[src/common/pin_mux_pkg.sv]
package pin_mux_pkg;

    // ------------------------------------------------------------------
    // Register map
    // ------------------------------------------------------------------
    localparam logic [7:0] ADDR_CONFIG = 8'h00;
    localparam logic [7:0] ADDR_STATE = 8'h04;
    localparam logic [7:0] ADDR_GPIO_OUT = 8'h08;
    localparam logic [7:0] ADDR_GPIO_IN = 8'h0C;
    localparam logic [7:0] ADDR_IRQ_STATUS = 8'h10;
    localparam logic [7:0] ADDR_IRQ_MASK = 8'h14;

    // ------------------------------------------------------------------
    // Command field layout of the configuration register
    // ------------------------------------------------------------------
    localparam int SEL_LSB = 0;
    localparam int SWITCH_BIT = 4;
    localparam int FUNC_LSB = 8;

    localparam logic [1:0] SEL_POSITION = 2'h0;
    localparam logic [1:0] SEL_ERROR = 2'h1;
    localparam logic [1:0] SEL_RESET = 2'h2;
    localparam logic [1:0] SEL_USER = 2'h3;

    localparam logic [1:0] FUNC_IN = 2'h0;
    localparam logic [1:0] FUNC_OUT = 2'h1;
    localparam logic [1:0] FUNC_EVENT = 2'h2;

    // ------------------------------------------------------------------
    // State readback bit positions and reset values
    // ------------------------------------------------------------------
    localparam int ST_EN_LSB = 0;
    localparam int ST_FUNC_LSB = 4;
    localparam int ST_DIR_OUT = 6;
    localparam int ST_RST_CHOICE = 7;
    localparam logic [3:0] EN_RESET = 4'hF;
    localparam logic [1:0] FUNC_RESET = 2'h0;

    // Interrupt status bits: event inputs b, c and d.
    localparam int IRQ_EVB = 0;
    localparam int IRQ_EVC = 1;
    localparam int IRQ_EVD = 2;
    localparam int IRQ_W = 3;

    // Reset pulse width in cycles of the 40 ns clock.
    localparam int RESET_PULSE_NS = 1000;
    localparam int CLK_NS = 40;
    localparam int RESET_PULSE_CYC = RESET_PULSE_NS / CLK_NS;

    localparam logic [1:0] RESP_OKAY = 2'b00;
    localparam logic [1:0] RESP_SLVERR = 2'b10;

endpackage : pin_mux_pkg

[src/core/multiplexed_io_pin_selector.sv]
`timescale 1ns/1ps
// How it works
// - Selector field picks pin: position 0, error 1, reset 2, user 3.
// - Switch field 0 disables mux control, 1 enables it.
// - Function field for user pin: 0 input, 1 output, 2 event.
// - Function field ignored when any pin but the user pin is selected.
// - Position pin enabled carries the position valid indicator.
// - Position pin disabled carries event output c.
// - Error pin enabled goes high on any receiver error.
// - Error pin disabled is event input d.
// - Reset pin enabled outputs an active-low pulse on board reset.
// - Reset pin disabled is event input b or c, by product variant.
// - User enabled input: general input; shared pin keeps last reset choice.
// - User enabled output: general output; shared pin keeps last choice.
// - User event: user pin is event b; shared pin forced to reset pulse.
// - Remembered reset choice becomes reset pulse after a user event choice.
// - User disabled: general pin in last direction; shared pin is event b or c, by product variant.
// - Remembered user direction becomes input after a user event choice.
// - Each pin keeps its own setting; configuring one leaves others, except that leaving user event sets the remembered reset choice.
module multiplexed_io_pin_selector
    import pin_mux_pkg::*;
#(
    parameter bit VARIANT_B = 1'b0 // High: reset pin event is input c.
)
(
    input wire logic clk, // 25 MHz clock.
    input wire logic reset_n, // Asynchronous active-low reset.
    input wire logic [7:0] s_axil_awaddr, // Write address.
    input wire logic s_axil_awvalid, // Write address valid.
    output logic s_axil_awready, // Write address ready.
    input wire logic [31:0] s_axil_wdata, // Write data.
    input wire logic [3:0] s_axil_wstrb, // Write strobes.
    input wire logic s_axil_wvalid, // Write data valid.
    output logic s_axil_wready, // Write data ready.
    output logic [1:0] s_axil_bresp, // Write response.
    output logic s_axil_bvalid, // Write response valid.
    input wire logic s_axil_bready, // Write response ready.
    input wire logic [7:0] s_axil_araddr, // Read address.
    input wire logic s_axil_arvalid, // Read address valid.
    output logic s_axil_arready, // Read address ready.
    output logic [31:0] s_axil_rdata, // Read data.
    output logic [1:0] s_axil_rresp, // Read response.
    output logic s_axil_rvalid, // Read data valid.
    input wire logic s_axil_rready, // Read data ready.
    input wire logic position_valid, // Position valid indicator.
    input wire logic rx_error, // Any receiver error condition.
    input wire logic event_output_c, // Event output c source.
    input wire logic board_reset, // Board reset request pulse.
    output logic position_valid_out, // Position pin drive.
    input wire logic error_indicator_in, // Error pin level in.
    output logic error_indicator_out, // Error pin drive.
    output logic error_indicator_oe_n, // Error pin enable, low drives.
    input wire logic reset_pulse_in, // Reset pin level in.
    output logic reset_pulse_pin, // Reset pin drive.
    output logic reset_pulse_oe_n, // Reset pin enable, low drives.
    input wire logic user_general_in, // User pin level in.
    output logic user_general_pin, // User pin drive.
    output logic user_general_oe_n, // User pin enable, low drives.
    output logic event_input_b, // Event input b to the receiver.
    output logic event_input_c, // Event input c to the receiver.
    output logic event_input_d, // Event input d to the receiver.
    output logic irq // Level interrupt.
);

    // ------------------------------------------------------------------
    // Reset release
    // ------------------------------------------------------------------
    logic rst_meta_r;
    logic rst_n_r;

    always_ff @(posedge clk or negedge reset_n)
    begin
        if (!reset_n)
        begin
            rst_meta_r <= 1'b0;
            rst_n_r <= 1'b0;
        end
        else
        begin
            rst_meta_r <= 1'b1;
            rst_n_r <= rst_meta_r;
        end
    end

    // ------------------------------------------------------------------
    // Bus slave and configuration state
    // ------------------------------------------------------------------
    logic aw_held_r, aw_held_nxt;
    logic [7:0] aw_addr_r, aw_addr_nxt;
    logic w_held_r, w_held_nxt;
    logic [31:0] w_data_r, w_data_nxt;
    logic [3:0] w_strb_r, w_strb_nxt;
    logic bvalid_r, bvalid_nxt;
    logic [1:0] bresp_r, bresp_nxt;
    logic rvalid_r, rvalid_nxt;
    logic [31:0] rdata_r, rdata_nxt;
    logic [1:0] rresp_r, rresp_nxt;
    logic [3:0] en_r, en_nxt;
    logic [1:0] func_r, func_nxt;
    logic dir_out_r, dir_out_nxt;
    logic rst_choice_r, rst_choice_nxt;
    logic gpio_out_r, gpio_out_nxt;
    logic [IRQ_W-1:0] irq_stat_r, irq_stat_nxt;
    logic [IRQ_W-1:0] irq_mask_r, irq_mask_nxt;
    logic [IRQ_W-1:0] ev_prev_r, ev_prev_nxt;
    logic [7:0] pulse_cnt_r, pulse_cnt_nxt;

    logic do_write;
    logic [IRQ_W-1:0] ev_now;
    logic [IRQ_W-1:0] ev_rise;

    function automatic logic addr_ok(input logic [7:0] a);
        addr_ok = (a == ADDR_CONFIG) || (a == ADDR_STATE) ||
            (a == ADDR_GPIO_OUT) || (a == ADDR_GPIO_IN) ||
            (a == ADDR_IRQ_STATUS) || (a == ADDR_IRQ_MASK);
    endfunction : addr_ok

    assign do_write = aw_held_r && w_held_r && !bvalid_r;
    assign s_axil_awready = !aw_held_r;
    assign s_axil_wready = !w_held_r;
    assign s_axil_arready = !rvalid_r;
    assign ev_now = {event_input_d, event_input_c, event_input_b};
    assign ev_rise = ev_now & ~ev_prev_r;

    always_comb
    begin
        aw_held_nxt = aw_held_r;
        aw_addr_nxt = aw_addr_r;
        w_held_nxt = w_held_r;
        w_data_nxt = w_data_r;
        w_strb_nxt = w_strb_r;
        bvalid_nxt = bvalid_r;
        bresp_nxt = bresp_r;
        rvalid_nxt = rvalid_r;
        rdata_nxt = rdata_r;
        rresp_nxt = rresp_r;
        en_nxt = en_r;
        func_nxt = func_r;
        dir_out_nxt = dir_out_r;
        rst_choice_nxt = rst_choice_r;
        gpio_out_nxt = gpio_out_r;
        irq_mask_nxt = irq_mask_r;
        irq_stat_nxt = irq_stat_r;
        ev_prev_nxt = ev_now;
        pulse_cnt_nxt = pulse_cnt_r;
        if (s_axil_awvalid && !aw_held_r)
        begin
            aw_held_nxt = 1'b1;
            aw_addr_nxt = s_axil_awaddr;
        end
        if (s_axil_wvalid && !w_held_r)
        begin
            w_held_nxt = 1'b1;
            w_data_nxt = s_axil_wdata;
            w_strb_nxt = s_axil_wstrb;
        end
        if (bvalid_r && s_axil_bready)
        begin
            bvalid_nxt = 1'b0;
        end
        if (do_write)
        begin
            aw_held_nxt = 1'b0;
            w_held_nxt = 1'b0;
            bvalid_nxt = 1'b1;
            bresp_nxt = addr_ok(aw_addr_r) ? RESP_OKAY : RESP_SLVERR;
            if (aw_addr_r == ADDR_CONFIG && w_strb_r[0] && w_strb_r[1])
            begin : cfg
                logic [1:0] sel;
                logic sw;
                logic [1:0] fn;
                sel = w_data_r[SEL_LSB +: 2];
                sw = w_data_r[SWITCH_BIT];
                fn = w_data_r[FUNC_LSB +: 2];
                en_nxt[sel] = sw;
                if (sel == SEL_RESET)
                begin
                    rst_choice_nxt = sw;
                end
                // function decode for the user pin
                if (sel == SEL_USER && sw && fn != 2'h3)
                begin
                    if (func_r == FUNC_EVENT)
                    begin
                        rst_choice_nxt = 1'b1;
                        dir_out_nxt = 1'b0;
                    end
                    func_nxt = fn;
                    if (fn == FUNC_IN || fn == FUNC_OUT)
                    begin
                        dir_out_nxt = (fn == FUNC_OUT);
                    end
                end
                if (sel == SEL_USER && !sw && func_r == FUNC_EVENT)
                begin
                    dir_out_nxt = 1'b0;
                    rst_choice_nxt = 1'b1;
                    func_nxt = FUNC_IN;
                end
            end
            if (aw_addr_r == ADDR_GPIO_OUT && w_strb_r[0])
            begin
                gpio_out_nxt = w_data_r[0];
            end
            if (aw_addr_r == ADDR_IRQ_MASK && w_strb_r[0])
            begin
                irq_mask_nxt = w_data_r[IRQ_W-1:0];
            end
            if (aw_addr_r == ADDR_IRQ_STATUS && w_strb_r[0])
            begin
                irq_stat_nxt = irq_stat_r & ~w_data_r[IRQ_W-1:0];
            end
        end
        // Events set after the clear so that a set wins.
        irq_stat_nxt = irq_stat_nxt | ev_rise;
        if (s_axil_arvalid && !rvalid_r)
        begin
            rvalid_nxt = 1'b1;
            rresp_nxt = addr_ok(s_axil_araddr) ? RESP_OKAY : RESP_SLVERR;
            rdata_nxt = 32'h0000_0000;
            unique case (s_axil_araddr)
                ADDR_STATE:
                begin
                    rdata_nxt[ST_EN_LSB +: 4] = en_r;
                    rdata_nxt[ST_FUNC_LSB +: 2] = func_r;
                    rdata_nxt[ST_DIR_OUT] = dir_out_r;
                    rdata_nxt[ST_RST_CHOICE] = rst_choice_r;
                end
                ADDR_GPIO_OUT: rdata_nxt[0] = gpio_out_r;
                ADDR_GPIO_IN: rdata_nxt[0] = user_general_in;
                ADDR_IRQ_STATUS: rdata_nxt[IRQ_W-1:0] = irq_stat_r;
                ADDR_IRQ_MASK: rdata_nxt[IRQ_W-1:0] = irq_mask_r;
                default: rdata_nxt = 32'h0000_0000;
            endcase
        end
        else if (rvalid_r && s_axil_rready)
        begin
            rvalid_nxt = 1'b0;
        end
        // active-low pulse timer on board reset
        if (board_reset)
        begin
            pulse_cnt_nxt = 8'(RESET_PULSE_CYC);
        end
        else if (pulse_cnt_r != 8'h00)
        begin
            pulse_cnt_nxt = pulse_cnt_r - 8'h01;
        end
    end

    always_ff @(posedge clk or negedge rst_n_r)
    begin
        if (!rst_n_r)
        begin
            aw_held_r <= 1'b0;
            aw_addr_r <= 8'h00;
            w_held_r <= 1'b0;
            w_data_r <= 32'h0000_0000;
            w_strb_r <= 4'h0;
            bvalid_r <= 1'b0;
            bresp_r <= RESP_OKAY;
            rvalid_r <= 1'b0;
            rdata_r <= 32'h0000_0000;
            rresp_r <= RESP_OKAY;
            // all pins enabled, user function input
            en_r <= EN_RESET;
            func_r <= FUNC_RESET;
            dir_out_r <= 1'b0;
            rst_choice_r <= 1'b1;
            gpio_out_r <= 1'b0;
            irq_stat_r <= '0;
            irq_mask_r <= '0;
            ev_prev_r <= '0;
            pulse_cnt_r <= 8'(RESET_PULSE_CYC);
        end
        else
        begin
            aw_held_r <= aw_held_nxt;
            aw_addr_r <= aw_addr_nxt;
            w_held_r <= w_held_nxt;
            w_data_r <= w_data_nxt;
            w_strb_r <= w_strb_nxt;
            bvalid_r <= bvalid_nxt;
            bresp_r <= bresp_nxt;
            rvalid_r <= rvalid_nxt;
            rdata_r <= rdata_nxt;
            rresp_r <= rresp_nxt;
            en_r <= en_nxt;
            func_r <= func_nxt;
            dir_out_r <= dir_out_nxt;
            rst_choice_r <= rst_choice_nxt;
            gpio_out_r <= gpio_out_nxt;
            irq_stat_r <= irq_stat_nxt;
            irq_mask_r <= irq_mask_nxt;
            ev_prev_r <= ev_prev_nxt;
            pulse_cnt_r <= pulse_cnt_nxt;
        end
    end

    assign s_axil_bvalid = bvalid_r;
    assign s_axil_bresp = bresp_r;
    assign s_axil_rvalid = rvalid_r;
    assign s_axil_rdata = rdata_r;
    assign s_axil_rresp = rresp_r;
    assign irq = |(irq_stat_r & irq_mask_r);

    // ------------------------------------------------------------------
    // Pin routing
    // ------------------------------------------------------------------
    logic user_event;
    logic shared_is_reset;

    assign user_event = en_r[SEL_USER] && func_r == FUNC_EVENT;

    // The shared pin follows the user pin first, then its own choice.
    always_comb
    begin
        if (user_event)
        begin
            // event mode forces reset pulse on the shared pin
            shared_is_reset = 1'b1;
        end
        else if (!en_r[SEL_USER])
        begin
            // user disabled makes shared pin event b or c by variant
            shared_is_reset = 1'b0;
        end
        else
        begin
            // input mode keeps last reset choice
            // output mode keeps last reset choice
            shared_is_reset = rst_choice_r;
        end
    end

    always_comb
    begin
        position_valid_out = en_r[SEL_POSITION] ? position_valid
                                                : event_output_c;
        // error pin high on receiver error
        // disabled error pin becomes an input
        error_indicator_out = rx_error;
        error_indicator_oe_n = !en_r[SEL_ERROR];
        event_input_d = en_r[SEL_ERROR] ? 1'b0 : error_indicator_in;
        reset_pulse_pin = (pulse_cnt_r == 8'h00);
        reset_pulse_oe_n = !shared_is_reset;
        // user pin as general input or output
        user_general_pin = gpio_out_r;
        user_general_oe_n = user_event || !dir_out_r;
        // disabled reset pin is event b or c by variant
        // user pin is event b in event mode
        if (user_event)
        begin
            event_input_b = user_general_in;
            event_input_c = 1'b0;
        end
        else if (!shared_is_reset && VARIANT_B)
        begin
            event_input_b = 1'b0;
            event_input_c = reset_pulse_in;
        end
        else
        begin
            event_input_b = shared_is_reset ? 1'b0 : reset_pulse_in;
            event_input_c = 1'b0;
        end
    end

endmodule : multiplexed_io_pin_selector

[config.mk]
export PLATFORM = sky130hd
export DESIGN_NAME = multiplexed_io_pin_selector
export DESIGN_NICKNAME = d
export VERILOG_FILES = /design/src/common/pin_mux_pkg.sv /design/src/core/multiplexed_io_pin_selector.sv
export SDC_FILE = /design/constraint.sdc
export NUM_CORES = 1
export LEC_CHECK = 0
export ABC_AREA = 1
export BUFFER_PORTS_ARGS = -buffer_cell sky130_fd_sc_hd__buf_2
export CORE_AREA = 5 5 84 86
export DETAILED_ROUTE_END_ITERATION = 12
export DIE_AREA = 0 0 89 91
export PLACE_DENSITY = 0.78
export SYNTH_ARGS = -nofsm -noshare
export SYNTH_HDL_FRONTEND = slang
export SYNTH_SLANG_ARGS = --single-unit
[constraint.sdc]
create_clock -name clk -period 4.6 [get_ports clk]
set_input_delay 0.92 -clock clk [delete_from_list [all_inputs] [get_ports clk]]
set_output_delay 0.92 -clock clk [all_outputs]
set_load 0.01 [all_outputs]
# Yosys cells after proc, flatten, opt, wreduce, memory -nomap -nowiden
# Index checks and enable logic that the tools add are counted.
[totals] reg_bits=63 input_bits=66 word_cells=137
[classes] addsub=1 n_lt_le_gt_ge=2 eq_ne=15 n_mux=36 n_bitwise=6 reduce_logical=56
[op_table] operator="equality test 8 x 4 -> 1 bit, second input constant" count=4
[op_table] operator="equality test 8 x 5 -> 1 bit, second input constant" count=4
[op_table] operator="logical NOT 8 bit" count=3
[op_table] operator="two-way mux 1 bit" count=23
[op_table] operator="logical AND 1 bit" count=18
[op_table] operator="equality test 8 x 3 -> 1 bit, second input constant" count=2
[op_table] operator="two-way mux 8 bit" count=2
[op_table] operator="logical OR 1 bit" count=12
[op_table] operator="nonzero test 2 bit" count=6
[op_table] operator="bitwise AND 3 bit" count=3
[op_table] operator="logical NOT 1 bit" count=8
[op_table] operator="two-way mux 2 bit" count=4
[op_table] operator="nonzero test 8 bit" count=1
[op_table] operator="subtractor 8 x 1 -> 8 bit, second input constant" count=1
[op_table] operator="equality test 2 bit, second input constant" count=3
[op_table] operator="two-way mux 3 bit" count=2
[op_table] operator="inverter 3 bit" count=2
[op_table] operator="case mux 2 bit (3 select lines)" count=1
[op_table] operator="AND reduction 2 bit" count=3
[op_table] operator="two-way mux 5 bit" count=1
[op_table] operator="case mux 1 bit (5 select lines)" count=1
[op_table] operator="bitwise mux 4 bit" count=1
[op_table] operator="AND reduction 4 bit" count=1
[op_table] operator="< comparator 2 x 3 -> 1 bit, second input constant" count=1
[op_table] operator="other kinds (9)" count=9

# Depth between registers and ports, before layout
[depth] ltp_word=7 depth_mapped=8 mapped_depth_nobuf=8

# Worst setup path after synthesis
# Ideal clock, no wire load.
[synth_path] path_kind="input to output" from="input port user_general_in" to="output port event_input_b" t_arrival_ns=1.104 required_time_ns=3.680 slack_ns=2.576 path_stages=2 n_path_buf=0 path_cell_list="nand3_1 nand2_1"
[synth_between] elab_chain_cells=1
[synth_rtl] item="start: declaration" line_no="multiplexed_io_pin_selector.sv:56" text="input wire logic user_general_in,"
[synth_rtl] item="two-way mux 1 bit" line_no="multiplexed_io_pin_selector.sv:352" text="if (user_event)"
[synth_rtl] item="end: declaration" line_no="multiplexed_io_pin_selector.sv:59" text="output logic event_input_b,"
# No other way between the ends.

# Final worst setup path
[layout_path] from="register pulse_cnt_r[0]" to="output port reset_pulse_pin"
[layout_between] elab_chain_cells=1
[layout_rtl] item="start: declaration" line_no="multiplexed_io_pin_selector.sv:106" text="logic [7:0] pulse_cnt_r, pulse_cnt_nxt;"
[layout_rtl] item="start signal: assignment" line_no="multiplexed_io_pin_selector.sv:274" text="pulse_cnt_r <= 8'(RESET_PULSE_CYC);"
[layout_rtl] item="start signal: assignment" line_no="multiplexed_io_pin_selector.sv:296" text="pulse_cnt_r <= pulse_cnt_nxt;"
[layout_rtl] item="logical NOT 8 bit" line_no="multiplexed_io_pin_selector.sv:345" text="reset_pulse_pin = (pulse_cnt_r == 8'h00);"
[layout_rtl] item="end: declaration" line_no="multiplexed_io_pin_selector.sv:54" text="output logic reset_pulse_pin,"
# No other way between the ends.

==> impl_metrics.ini <==
[timing]
relSlewSlack = 0.536
finalClockSkew_ps = 8.66
final.min_clock_period_ps = 2540
setup_total_negative_slack_ps = 0
finalSetupViolCount = 0
timing.final.hold_violations = 0
max_slew.worst_pin.slew_ps = 697
finalWorstSetupSlack_ps = 2060
post-route-period-util = 0.551
achievable-frequency_mhz = 394
grt_setup_unrepaired = false
timing.final.max_slew_violations = 0

[flow_run]
max_cap_viol_count = 0

[power_and_ir_drop]
post-layout-total-power_mw = 1.65
clockPowerShare = 0.324
power-per-cell-area_nw_per_um2 = 475
internal_power_summed_over_all_cells_mw = 1.10
total_leakage_power_nw = 1.83
seq_power_share = 0.429
total_switching_power_mw = 0.549
irDropWorstVdd_uv = 305
switching_share = 0.332
power_frac_comb = 0.247

[cells_and_area]
ff_latch_area_um2 = 1440
share_of_layout_cells_above_drive_strength_1 = 0.253
final_core_util = 0.561
multi_input_comb_area_um2 = 1250
antenna_cells = 0
fillCellCount = 581
area_growth_syn_to_layout_pct = 17.1
final_net_count = 498

[logic_synthesis]
post_syn_instances = 363
synth_enable_flop_cells = 0
synth-seq-cells = 57
yosys-top-cells-area = sky130_fd_sc_hd__dfrtp_1 (41%), sky130_fd_sc_hd__nand2_1 (12%), sky130_fd_sc_hd__buf_4 (7.1%)
share_of_the_yosys_chip_area_belonging_to_registers = 0.483
synthMostInstantiatedCell = sky130_fd_sc_hd__nand2_1
yosysWarnings = 0
post_synth_most_frequent_cells = sky130_fd_sc_hd__nand2_1 (94), sky130_fd_sc_hd__dfrtp_1 (49), sky130_fd_sc_hd__inv_1 (42)
yosys.area.top_type = sky130_fd_sc_hd__dfrtp_1
post_synth_instance_area_um2 = 2970
synth.distinct_cells = 27
synth_async_sr_flop_share = 1.00
postSynthAreaPerCell_um2 = 8.19
synth_top_flop_cell = sky130_fd_sc_hd__dfrtp_1
yosysTopAreaCellShare = 0.413

[clocking]
htreeDepth = 3
postCtsSetupBuffers = 0
maximum_root_to_sink_buffer_count = 2
cts_buffers = 9
cts_hold_buf = 0
cts_resized = 0
clock-root-buffer = sky130_fd_sc_hd__clkbuf_8
numClockSinks = 57
clock_latency_of_the_later_clocked_register_in_the_worst_skew_pair_ps = 330
cts_tree = done
cts.clk_slew.worst_paths_ps = 60

[setup_path]
critPathBufInv = 3
type_of_destination_of_the_critical_path = output port
timing.critical_path.max_delay_family = flip-flops
worstSetupStartpointType = register
path_class = reg2out
critical_path.slowest_cell = sky130_fd_sc_hd__dfstp_2
crit_required_ps = 3680
critPathMaxFanout = 8
worst_path_most_repeated_cell = sky130_fd_sc_hd__inv_1
worst-endpoint-arrival_ps = 1620
critical_path.cell_chain = inv_1, ha_1, nand3_1, inv_1, buf_2
timing.critical_path.slowest_cell_delay_ps = 510

[floorplanning]
io_pins = 118
initial_core_util = 0.479
die_area_um2 = 8100
die_width_um = 89
core_area_um2 = 6200
dieHeight_um = 91
core.rowCount = 29

[grt]
first_pass_grt_wire_length_mm = 10.6
grt.overflow.total = 0
antenna_found_initial = 0
first_global_vias = 2384
combined_global_route_utilization_of_all_metal_layers = 0.168
grt_max_degree = 56

[route]
ant_nets = 0
drt_wl_total_mm = 6.34
dr_total_vias = 2470
post_drt_wl_per_cell_um = 12.4
drt-pass1-iter-count = 4
viasPerCell = 4.82
detailedRoute.firstIterationViolations = 150
drc = 0

[placed_design]
io_buffers = 60
place_worst_setup_slack_ps = 2340
finalWeightedCongestion = 0.900
dpl.hpwl_mm = 4.68

[min_path]
kind_of_path_behind_the_tightest_hold_check = in2async

[outcome]
outcome = finished clean
registers in the layout, summed over array words and instances (netlist names), 2 cells and up:
signal        flops
ev_prev_r         2
aw_addr_r         8
s_axil_rdata      8
irq_stat_r        3
irq_mask_r        3
func_r            2
en_r              4
pulse_cnt_r       8
w_strb_r          2
w_data_r          6
metrics by stage:
stage	cells	area, µm²	hold slack [ps]
after detailed placement	496	3250	347
after global routing	512	3480	329
final	512	3480	358
after CTS	512	3480	339
after global placement	496	3250	341
after floorplan	389	3070	331
cell families (layout without fill, tap and decap cells):
family	Yosys count	after routing	synth area share
xor+xnor	1	1	0.00295
buf+inv	74	120	0.130
fa+ha+maj	2	2	0.00842
compound gates	33	33	0.0611
other cells	2	28	0.00253
simple gates	185	185	0.277
flops	57	57	0.483
mux	9	9	0.0341
final timing paths:
| check | startpoint | endpoint | slack, ps | cells past startpoint |
|---|---|---|---|---|
| worst max-delay path | pulse_cnt_r[0] | reset_pulse_pin | 2060 | 5 |
| worst min-delay path | reset_n | rst_n_r | 360 | 1 |
| worst max register to register | pulse_cnt_r[0] | pulse_cnt_r[7] | 3180 | 7 |
| worst min register to register | rst_meta_r | rst_n_r | 360 | 0 |
| max in group asynchronous | rst_n_r | w_data_r[4] | 3750 | 1 |
| min in group clk | rst_meta_r | rst_n_r | 360 | 0 |
cells in the final DEF, fill, tap and decap left out:
cell	n
sky130_fd_sc_hd__bufinv_16	2
sky130_fd_sc_hd__buf_2	60
sky130_fd_sc_hd__o31ai_1	4
sky130_fd_sc_hd__dfrtp_2	1
sky130_fd_sc_hd__clkinv_2	2
sky130_fd_sc_hd__nand2_2	1
sky130_fd_sc_hd__mux2_2	9
sky130_fd_sc_hd__inv_2	1
sky130_fd_sc_hd__dfrtp_1	48
sky130_fd_sc_hd__inv_1	42
sky130_fd_sc_hd__nand4_1	8
sky130_fd_sc_hd__nand2_1	94
sky130_fd_sc_hd__nor2_2	4
sky130_fd_sc_hd__nand3b_1	1
sky130_fd_sc_hd__buf_4	1
sky130_fd_sc_hd__clkbuf_8	11
sky130_fd_sc_hd__nor2_1	37
sky130_fd_sc_hd__conb_1	28
sky130_fd_sc_hd__nor2_4	3
sky130_fd_sc_hd__nor3_1	5
sky130_fd_sc_hd__dfstp_2	8
sky130_fd_sc_hd__nand3_1	27
sky130_fd_sc_hd__o21ai_1	4
sky130_fd_sc_hd__clkinvlp_4	1
sky130_fd_sc_hd__nor3_2	1
sky130_fd_sc_hd__a21oi_2	1
sky130_fd_sc_hd__ha_1	2
sky130_fd_sc_hd__xnor2_1	1
sky130_fd_sc_hd__nand3_2	4
sky130_fd_sc_hd__a21oi_1	11
sky130_fd_sc_hd__o21bai_1	1
sky130_fd_sc_hd__o21ai_0	12
worst reg2reg max path, cell delays in order, from the launching register on:
cell	delay (ps)
sky130_fd_sc_hd__dfstp_2	360
sky130_fd_sc_hd__inv_1	180
sky130_fd_sc_hd__ha_1	210
sky130_fd_sc_hd__inv_1	50
sky130_fd_sc_hd__nor3_2	260
sky130_fd_sc_hd__nand2_1	130
sky130_fd_sc_hd__inv_1	80
sky130_fd_sc_hd__nor2_1	40
metal layers:
| layer | routed length (µm) | global-route usage | vias to the layer above |
|---|---|---|---|
| met5 | 0 | 0 | - |
| met4 | 95 | 0.0670 | 0 |
| met3 | 700 | 0.0633 | 8 |
| met2 | 2830 | 0.245 | 97 |
| met1 | 2710 | 0.225 | 1130 |
| li1 | - | - | 1235 |
power groups by stage:
| stage | registers, mW | logic, mW | clock network [mW] |
|---|---|---|---|
| CTS | 0.708 | 0.412 | 0.549 |
| global route | 0.723 | 0.464 | 0.576 |
| finish | 0.708 | 0.408 | 0.536 |
| global placement | 0.709 | 0.393 | 0 |
| floorplan | 0.706 | 0.309 | 0 |
| detailed placement | 0.715 | 0.407 | 0 |
final cells by class:
| class | count | share of cell area |
|---|---|---|
| Tap cell | 77 | 0.0277 |
| Clock buffer | 11 | 0.0435 |
| Inverter | 43 | 0.0464 |
| Sequential cell | 57 | 0.413 |
| Multi-Input combinational cell | 258 | 0.358 |
| Clock inverter | 5 | 0.0223 |
| Timing Repair Buffer | 61 | 0.0885 |
No activity file was read; power rests on OpenSTA's default activity.
